[src/gpm_pkg.sv]
package gpm_pkg;
   localparam int GPM_PINS = 8;
   localparam int GPM_AW = 12;
   localparam int GPM_DW = 32;
   // pin-data aliases fill offsets below this one
   localparam logic [GPM_AW-1:0] GPM_DATA_TOP = 12'h0400;
   localparam int GPM_MASK_LSB = 2;
   localparam int GPM_MASK_MSB = 9;
   localparam logic [GPM_AW-1:0] GPM_OFS_DIR = 12'h0400;
   localparam logic [GPM_AW-1:0] GPM_OFS_SENSE = 12'h0404;
   localparam logic [GPM_AW-1:0] GPM_OFS_BOTH = 12'h0408;
   localparam logic [GPM_AW-1:0] GPM_OFS_POL = 12'h040c;
   localparam logic [GPM_AW-1:0] GPM_OFS_MASK = 12'h0410;
   localparam logic [GPM_AW-1:0] GPM_OFS_RAW = 12'h0414;
   localparam logic [GPM_AW-1:0] GPM_OFS_MIS = 12'h0418;
   localparam logic [GPM_AW-1:0] GPM_OFS_CLR = 12'h041c;
   localparam logic [GPM_PINS-1:0] GPM_RST_BYTE = 8'h00;
   localparam logic [GPM_DW-1:0] GPM_RST_WORD = 32'h0000_0000;
   // port base addresses, decoded by the system fabric
   localparam logic [31:0] GPM_BASE_P0 = 32'h4000_4000;
   localparam logic [31:0] GPM_BASE_STEP = 32'h0000_1000;
   // cycles the master waits after enabling the port clock
   localparam int GPM_CLK_EN_WAIT = 3;

   typedef struct packed {
      logic psel;
      logic penable;
      logic pwrite;
      logic [GPM_AW-1:0] paddr;
      logic [GPM_DW-1:0] pwdata;
   } gpm_apb_req_t;

   typedef struct packed {
      logic [GPM_PINS-1:0] pad_out;
      logic [GPM_PINS-1:0] pad_oe;
   } gpm_pad_drv_t;
endpackage : gpm_pkg

[src/gpm_port.sv]
// Behaviour
// RULE1 - any pin event on a trigger-enabled pin pulses the DMA trigger
// RULE2 - direction bit 1 makes the pin an output, 0 an input
// RULE3 - sense 0 edge/1 level; both-edges 0 single/1 both; polarity selects
// RULE4 - interrupt mask 0 blocks a pin's interrupt, 1 passes it
// RULE5 - software masks, reprograms, clears raw status, then unmasks
// RULE6 - output pins drive pin data; input pins show the pad level
// RULE7 - registers sit at fixed APB offsets from the port base
// RULE8 - master enables port clock and waits 3 cycles before access
// RULE9 - pin data has 256 word aliases; address bits 9:2 mask data bits
// RULE10 - a write leaves data bits with clear mask bits unchanged
// RULE11 - a read returns zero for data bits with clear mask bits
// RULE12 - unmasked read bits give written value for outputs, pad for inputs
// RULE13 - a write changes only unmasked bits on output pins
// RULE14 - reset clears all pin-data bits
// RULE15 - pin-data bits 31 to 8 read as zero
// RULE16 - software selects the GPIO pad function before use
// RULE17 - edge raw status holds until a one is written to the clear bit
// RULE18 - level raw status follows the input and clears on its own
// RULE19 - masked status is raw status ANDed with mask
// RULE20 - one interrupt output is high while any masked status bit is set
// RULE21 - edges compare synchronised sample with the previous sample
`timescale 1ns/1ps
`default_nettype none
module gpm_port
   import gpm_pkg::*;
(
   input wire logic ref_clk, // system clock
   input wire logic rstn, // async reset, active low
   input wire gpm_apb_req_t apb_req, // apb request signals
   output logic [GPM_DW-1:0] prdata, // apb read data
   output logic pready, // apb ready
   output logic pslverr, // apb error
   input wire logic [GPM_PINS-1:0] pad_in, // pad levels
   output gpm_pad_drv_t pad_drv, // pad drive and enables
   input wire logic [GPM_PINS-1:0] dma_trigger_enable, // pins as dma source
   output logic dma_trig, // dma trigger, one cycle per edge event, held high while a level hit lasts
   output logic irq // port interrupt
);
   logic [GPM_PINS-1:0] data_r;
   logic [GPM_PINS-1:0] dir_r;
   logic [GPM_PINS-1:0] sense_r;
   logic [GPM_PINS-1:0] both_r;
   logic [GPM_PINS-1:0] pol_r;
   logic [GPM_PINS-1:0] mask_r;
   logic [GPM_PINS-1:0] raw_r;
   logic [GPM_PINS-1:0] raw_nxt;
   logic [GPM_PINS-1:0] sync1_r;
   logic [GPM_PINS-1:0] sync2_r;
   logic [GPM_PINS-1:0] prev_r;
   logic [GPM_DW-1:0] rdata_r;
   logic [GPM_DW-1:0] rdata_nxt;
   logic dma_r;
   logic [GPM_PINS-1:0] addr_mask;
   logic [GPM_PINS-1:0] pin_view;
   logic [GPM_PINS-1:0] edge_evt;
   logic [GPM_PINS-1:0] level_hit;
   logic [GPM_PINS-1:0] clr_bits;
   logic [GPM_PINS-1:0] wbyte;
   logic setup_ph;
   logic wr_en;
   logic data_sel;

   assign setup_ph = apb_req.psel && !apb_req.penable;
   assign wr_en = apb_req.psel && apb_req.penable && apb_req.pwrite;
   assign data_sel = apb_req.paddr < GPM_DATA_TOP; // [RULE9]
   assign addr_mask = apb_req.paddr[GPM_MASK_MSB:GPM_MASK_LSB]; // [RULE9]
   assign wbyte = apb_req.pwdata[GPM_PINS-1:0];
   // zero-wait slave; unmapped offsets read zero rather than erroring
   assign pready = 1'b1;
   assign pslverr = 1'b0;
   assign prdata = rdata_r;

   // pads cross into ref_clk through two flops before any logic
   always_ff @(posedge ref_clk or negedge rstn) begin
      if (!rstn) begin
         sync1_r <= GPM_RST_BYTE;
         sync2_r <= GPM_RST_BYTE;
         prev_r <= GPM_RST_BYTE;
      end else begin
         sync1_r <= pad_in;
         sync2_r <= sync1_r;
         prev_r <= sync2_r; // [RULE21]
      end
   end

   // inputs show the synchronised pad, outputs the written value
   assign pin_view = (dir_r & data_r) | (~dir_r & sync2_r); // [RULE6] [RULE12]

   always_ff @(posedge ref_clk or negedge rstn) begin
      if (!rstn) begin
         data_r <= GPM_RST_BYTE; // [RULE14]
      end else if (wr_en && data_sel) begin
         // keep masked-off bits and input pins untouched
         data_r <= (data_r & ~(addr_mask & dir_r))
            | (wbyte & addr_mask & dir_r); // [RULE10] [RULE13]
      end
   end

   always_ff @(posedge ref_clk or negedge rstn) begin
      if (!rstn) begin
         dir_r <= GPM_RST_BYTE;
         sense_r <= GPM_RST_BYTE;
         both_r <= GPM_RST_BYTE;
         pol_r <= GPM_RST_BYTE;
         mask_r <= GPM_RST_BYTE;
      end else if (wr_en) begin
         case (apb_req.paddr) // [RULE7]
            GPM_OFS_DIR: dir_r <= wbyte; // [RULE2]
            GPM_OFS_SENSE: sense_r <= wbyte; // [RULE3]
            GPM_OFS_BOTH: both_r <= wbyte; // [RULE3]
            GPM_OFS_POL: pol_r <= wbyte; // [RULE3]
            GPM_OFS_MASK: mask_r <= wbyte; // [RULE4]
            default: ;
         endcase
      end
   end

   // one assignment drives the whole struct, so the output has one driver
   assign pad_drv = '{pad_out: data_r, pad_oe: dir_r}; // [RULE6] [RULE2]

   // detection; raw bits may glitch while config changes, hence the
   // mask-reprogram-clear-unmask order expected of software
   assign edge_evt = ~sense_r & (sync2_r ^ prev_r)
      & (both_r | ~(pol_r ^ sync2_r)); // [RULE3] [RULE21]
   assign level_hit = sense_r & ~(pol_r ^ sync2_r); // [RULE3]
   assign clr_bits = (wr_en && apb_req.paddr == GPM_OFS_CLR)
      ? wbyte : GPM_RST_BYTE;

   always_comb begin
      // a new edge in the clear cycle wins over the clear
      raw_nxt = (raw_r & ~clr_bits & ~sense_r) | edge_evt; // [RULE17]
      raw_nxt = raw_nxt | level_hit; // [RULE18]
   end

   always_ff @(posedge ref_clk or negedge rstn) begin
      if (!rstn) begin
         raw_r <= GPM_RST_BYTE;
      end else begin
         raw_r <= raw_nxt;
      end
   end

   assign irq = |(raw_r & mask_r); // [RULE4] [RULE19] [RULE20]

   always_ff @(posedge ref_clk or negedge rstn) begin
      if (!rstn) begin
         dma_r <= 1'b0;
      end else begin
         dma_r <= |((edge_evt | level_hit) & dma_trigger_enable); // [RULE1]
      end
   end
   assign dma_trig = dma_r;

   always_comb begin
      rdata_nxt = GPM_RST_WORD;
      if (data_sel) begin
         rdata_nxt[GPM_PINS-1:0] = pin_view & addr_mask; // [RULE11] [RULE15]
      end else begin
         case (apb_req.paddr)
            GPM_OFS_DIR: rdata_nxt[GPM_PINS-1:0] = dir_r;
            GPM_OFS_SENSE: rdata_nxt[GPM_PINS-1:0] = sense_r;
            GPM_OFS_BOTH: rdata_nxt[GPM_PINS-1:0] = both_r;
            GPM_OFS_POL: rdata_nxt[GPM_PINS-1:0] = pol_r;
            GPM_OFS_MASK: rdata_nxt[GPM_PINS-1:0] = mask_r;
            GPM_OFS_RAW: rdata_nxt[GPM_PINS-1:0] = raw_r;
            GPM_OFS_MIS: rdata_nxt[GPM_PINS-1:0] = raw_r & mask_r; // [RULE19]
            default: rdata_nxt = GPM_RST_WORD;
         endcase
      end
   end

   // read data is captured in the setup phase, so it is stable in access
   always_ff @(posedge ref_clk or negedge rstn) begin
      if (!rstn) begin
         rdata_r <= GPM_RST_WORD;
      end else if (setup_ph && !apb_req.pwrite) begin
         rdata_r <= rdata_nxt;
      end
   end
endmodule : gpm_port
`default_nettype wire
[config.mk]
export PLATFORM = sky130hd
export DESIGN_NAME = gpm_port
export DESIGN_NICKNAME = d
export VERILOG_FILES = /design/src/gpm_pkg.sv /design/src/gpm_port.sv
export SDC_FILE = /design/constraint.sdc
export NUM_CORES = 1
export LEC_CHECK = 0
export ABC_AREA = 0
export BUFFER_PORTS_ARGS = -buffer_cell sky130_fd_sc_hd__buf_2
export CAP_MARGIN = 10
export CORE_AREA = 4 4 99 138
export CTS_BUF_LIST = sky130_fd_sc_hd__clkbuf_4 sky130_fd_sc_hd__clkbuf_8
export DETAILED_ROUTE_END_ITERATION = 10
export DIE_AREA = 0 0 103 142
export PLACE_DENSITY = 0.64
export SETUP_SLACK_MARGIN = 0.15
export SLEW_MARGIN = 20
export SYNTH_ARGS = -nofsm -noshare
export SYNTH_HDL_FRONTEND = slang
export SYNTH_SLANG_ARGS = --single-unit
[constraint.sdc]
create_clock -name ref_clk -period 1.5 [get_ports ref_clk]
set_input_delay 0.075 -clock ref_clk [delete_from_list [all_inputs] [get_ports ref_clk]]
set_output_delay 0.075 -clock ref_clk [all_outputs]
set_load 0.01 [all_outputs]
Word-level counts from Yosys, hierarchy flattened
Cells that the tools add are included.

Register bits: 89. Bits of input ports: 65. Output and inout bits: 52. Logic and storage cells: 66.

$lt $le $gt $ge: 1. Equal/unequal tests: 8. Multiplexer cells: 3. Bitwise gates (word level): 27. Reduce and logical (&&, ||, !) cells: 15.

Operator list (count): $and A8 B8 Y8 (14); $eq A12 B11 Y1 const B (8); $pmux W8 S7 (1); $or A8 B8 Y8 (6); $not A8 Y8 (5); $mux W8 (2); $reduce_or A8 Y1 (2); $xor A8 B8 Y8 (2); $lt A12 B11 Y1 const B (1); $reduce_and A2 Y1 (5); $logic_and A1 B1 Y1 (6); $logic_not A1 Y1 (2).

Longest topological paths before layout
Word-level depth: 9. Depth in mapped cells: 6. Mapped depth without buffers: 4.

Worst setup path after synthesis
Ideal clock, no wire load.

Path type: input to register. Start: in apb_req[41] in the netlist's numbering. End: reg both_r[0]. Setup time: 125 ps. Arrival time: 1667 ps. Setup slack: -292 ps. Stages: 5. Path buffers: 1. Cell sequence: or4b_1 -> buf_2 -> nor4_4 -> nand3_4 -> mux2_2.

Cells in the longest elaborated chain, start to end: 2.

Ends and longest elaborated chain: from (decl) (line gpm_port.sv:30) `input wire gpm_apb_req_t apb_req,`; $eq A12 B11 Y1 (line gpm_port.sv:108) `case (apb_req.paddr)`; $reduce_and A2 Y1 (no source line); to (signal assigned) (line gpm_port.sv:111) `GPM_OFS_BOTH: both_r <= wbyte;`; to (decl) (line gpm_port.sv:43) `logic [GPM_PINS-1:0] both_r;`.

No other way between the ends. A chain may end at the register's enable or synchronous reset.

Final worst setup path
Start: reg raw_r[1]. End: out irq.

Cells in the longest elaborated chain, start to end: 2.

Ends and longest elaborated chain: from (decl) (line gpm_port.sv:46) `logic [GPM_PINS-1:0] raw_r;`; from (signal assigned) (line gpm_port.sv:140) `raw_r <= raw_nxt;`; $and A8 B8 Y8 (line gpm_port.sv:144) `assign irq = |(raw_r & mask_r);`; $reduce_or A8 Y1 (line gpm_port.sv:144); to (decl) (line gpm_port.sv:38) `output logic irq`.

No other way between the ends.

==> results.json <==
{
  "ctsRootBufferMaster": "clkbuf_8",
  "clock_latency_ns": 0.37,
  "synth_edf_count": 0,
  "core_area_mm2": 0.0124,
  "port_buffers": 66,
  "p_leak_nw": 3.18,
  "synth_area_mm2": 0.00477,
  "grt_overflow": 0,
  "path_max_fanout": 3,
  "net-switching-power_w": 0.00128,
  "grt_setup_unrepaired": "true",
  "hold_path_class": "in2reg",
  "cts_tree": "built",
  "internal_power_w": 0.00386,
  "timing.final.crit_share_pct": 106,
  "drtIter0Drc": 245,
  "arrival_ns": 1.52,
  "placed_area_mm2": 0.00585,
  "final_cell_mix": "dfrtp_1 (87), buf_4 (82), buf_2 (63)",
  "grt_pass1_wl_mm": 22.7,
  "worstSetupPathType": "reg2out",
  "hold_viol_final": 0,
  "drive_gt1_share_pct": 44.5,
  "start_kind": "flop",
  "grt_usage_pct": 20.4,
  "ys_types": 54,
  "wirelength_mm": 14.6,
  "final_common_cell": "dfrtp_1",
  "utilization_pct": 52.8,
  "p_sw_share_pct": 24.9,
  "synthesis.instances": 435,
  "cp-end-kind": "primary output",
  "ys.warnings.count": 0,
  "synth-main-ff-cell": "dfrtp_1",
  "n_fill_cell": 1087,
  "crit_required_ns": 1.42,
  "die_area_mm2": 0.0146,
  "max_freq_mhz": 626,
  "place.gp.congestion": 0.977,
  "syn2layout_area_growth_pct": 37.0,
  "grt_max_degree": 90,
  "setup_ws_ns": -0.0969,
  "cap_viol_max_count": 0,
  "period_needed_ns": 1.60,
  "start_util_pct": 38.6,
  "antenna_found_initial": 0,
  "clock_sinks": 89,
  "ioPinCount": 117,
  "synth.yosys.seq_area_share_pct": 46.7,
  "cts_buffer_depth": 2,
  "clkPwrFrac_pct": 37.7,
  "firstDrtPassIters": 5,
  "drc_errors": 0,
  "cts_max_level": 3,
  "drv_slew": 0,
  "seq_power_share_pct": 49.3,
  "power_density_mw_per_mm2": 785,
  "dpl.hpwl_mm": 10.5,
  "fin_nets": 656,
  "violations": "negative setup slack",
  "vias": 4087,
  "grt_pass1_vias": 4162,
  "synth_seq_cells": 89,
  "combPwrFrac_pct": 13.0,
  "via_per_inst": 5.48,
  "fp.dieW_um": 103,
  "cts-buffers-inserted": 9,
  "diodes": 0,
  "skew_ns": 0.0110,
  "multi_input_area_mm2": 0.00271,
  "dieHeight_um": 142,
  "timing.setup.tns_ns": -0.169,
  "status": "finished, violations left",
  "vdd_drop_max_mv": 0.316,
  "ant_nets": 0,
  "synth.avg_cell_area_um2": 11.0,
  "async_reset_ff_share_pct": 100,
  "register_area_mm2": 0.00223,
  "rows": 48,
  "setup_viol": 2,
  "hold_slack_ns": 0.0479,
  "avgRoutedWirePerCell_um": 19.6,
  "fin_area_mm2": 0.00654,
  "power_w": 0.00513,
  "path_clk_slew_ns": 0.09
}
routing by layer:
| layer | vias to the layer above | track usage (%) | routed length [µm] |
|---|---|---|---|
| met5 | - | 0 | 0 |
| met1 | 2016 | 26.5 | 5880 |
| met3 | 27 | 3.83 | 999 |
| met2 | 179 | 33.1 | 7290 |
| li1 | 1865 | - | - |
| met4 | 0 | 8.87 | 433 |
Yosys cell counts, types with 3 or more instances:
cell type	count	share of area (%)
nor2b_1	16	2.1
nor2_1	13	1.0
a21boi_0	3	0.47
xor2_1	11	2.0
a31oi_1	14	1.8
clkbuf_1	12	0.94
a21oi_1	3	0.31
a31o_2	6	1.1
nand4_1	3	0.39
and3_1	8	1.0
mux2_2	60	14
nand2b_1	9	1.2
mux2i_1	7	1.5
nor3b_1	3	0.47
nand3_1	22	2.3
xnor2_1	6	1.1
nand2_1	20	1.6
dfrtp_1	89	47
buf_4	26	4.1
o211ai_1	6	0.94
a311o_1	7	1.5
o22ai_1	7	0.92
nand3b_1	6	0.94
inv_1	11	0.87
o21ai_0	17	1.8
nor3_1	6	0.63
a21o_1	4	0.63
final timing paths:
path / from / endpoint / slack, ns / cells after the start
worst min-delay path: apb_req[1] / dir_r[1]$_DFFE_PN0P_ / 0.05 / 2
max in group asynchronous: rstn / dir_r[5]$_DFFE_PN0P_ / 0.83 / 3
worst min register to register: sync1_r[0]$_DFF_PN0_ / sync2_r[0]$_DFF_PN0_ / 0.35 / 0
worst max-delay path: raw_r[1]$_DFF_PN0_ / irq / -0.1 / 4
worst max register to register: prev_r[3]$_DFF_PN0_ / dma_trig$_DFF_PN0_ / -0.07 / 5
min in group asynchronous: rstn / sync1_r[0]$_DFF_PN0_ / 0.29 / 3
what timing repair did:
action                                  in CTS  in global routing
buffers inserted                             5                  2
resized for setup                           20                 42
hold endpoints to repair                    97                  0
pin swaps                                   11                 13
hold buffers                                 9                  0
gates cloned                                 0                  0
endpoints found under the setup margin      38                 39
stage by stage:
| step | cells | setup slack, ns |
|---|---|---|
| 4_1_cts | 744 | -0.113 |
| 5_1_grt | 746 | -0.165 |
| 6_report | 746 | -0.0969 |
| 3_3_place_gp | 714 | -0.340 |
| 3_5_place_dp | 714 | -0.368 |
| 2_1_floorplan | 459 | -0.287 |
power groups by stage:
stage          clock network [W]  registers, W  logic, W
6_report                 0.00194       0.00253  0.000665
4_1_cts                  0.00197       0.00253  0.000634
3_5_place_dp                   0       0.00258  0.000591
3_3_place_gp                   0       0.00257  0.000581
5_1_grt                  0.00207       0.00254  0.000724
2_1_floorplan                  0       0.00258  0.000278
final cells by class:
cell class | instances | area share [%]
multi-input combinational | 318 | 41.5
sequential | 89 | 34.1
timing repair buffer | 162 | 17.3
tap | 150 | 2.87
clock buffer | 14 | 2.66
clock inverter | 2 | 0.919
inverter | 11 | 0.632
logic make-up (layout without fill, tap and decap cells):
logic type | after synthesis | count (layout) | synth area share [%]
multiplexers | 68 | 68 | 16.1
AO/OA/AOI/OAI | 85 | 85 | 12.8
other | 2 | 26 | 0.157
flip-flops | 89 | 89 | 46.7
AND/OR/NAND/NOR | 122 | 122 | 14.9
buffers and inverters | 52 | 189 | 6.19
XOR/XNOR | 17 | 17 | 3.12
critical path, cell delays in order (launching register included):
cell and delay [ns]:
dfrtp_1 0.42, a22o_1 0.26, a221oi_2 0.18, nand3_1 0.13, buf_2 0.17
registers in the layout, indices dropped and copies added (netlist names):
| signal | flops |
|---|---|
| mask_r | 8 |
| sync1_r | 8 |
| dma_trig | 1 |
| data_r | 8 |
| raw_r | 8 |
| prev_r | 8 |
| both_r | 8 |
| sense_r | 8 |
| sync2_r | 8 |
| pol_r | 8 |
| dir_r | 8 |
| prdata | 8 |
Power figures use the tool's default switching activity.
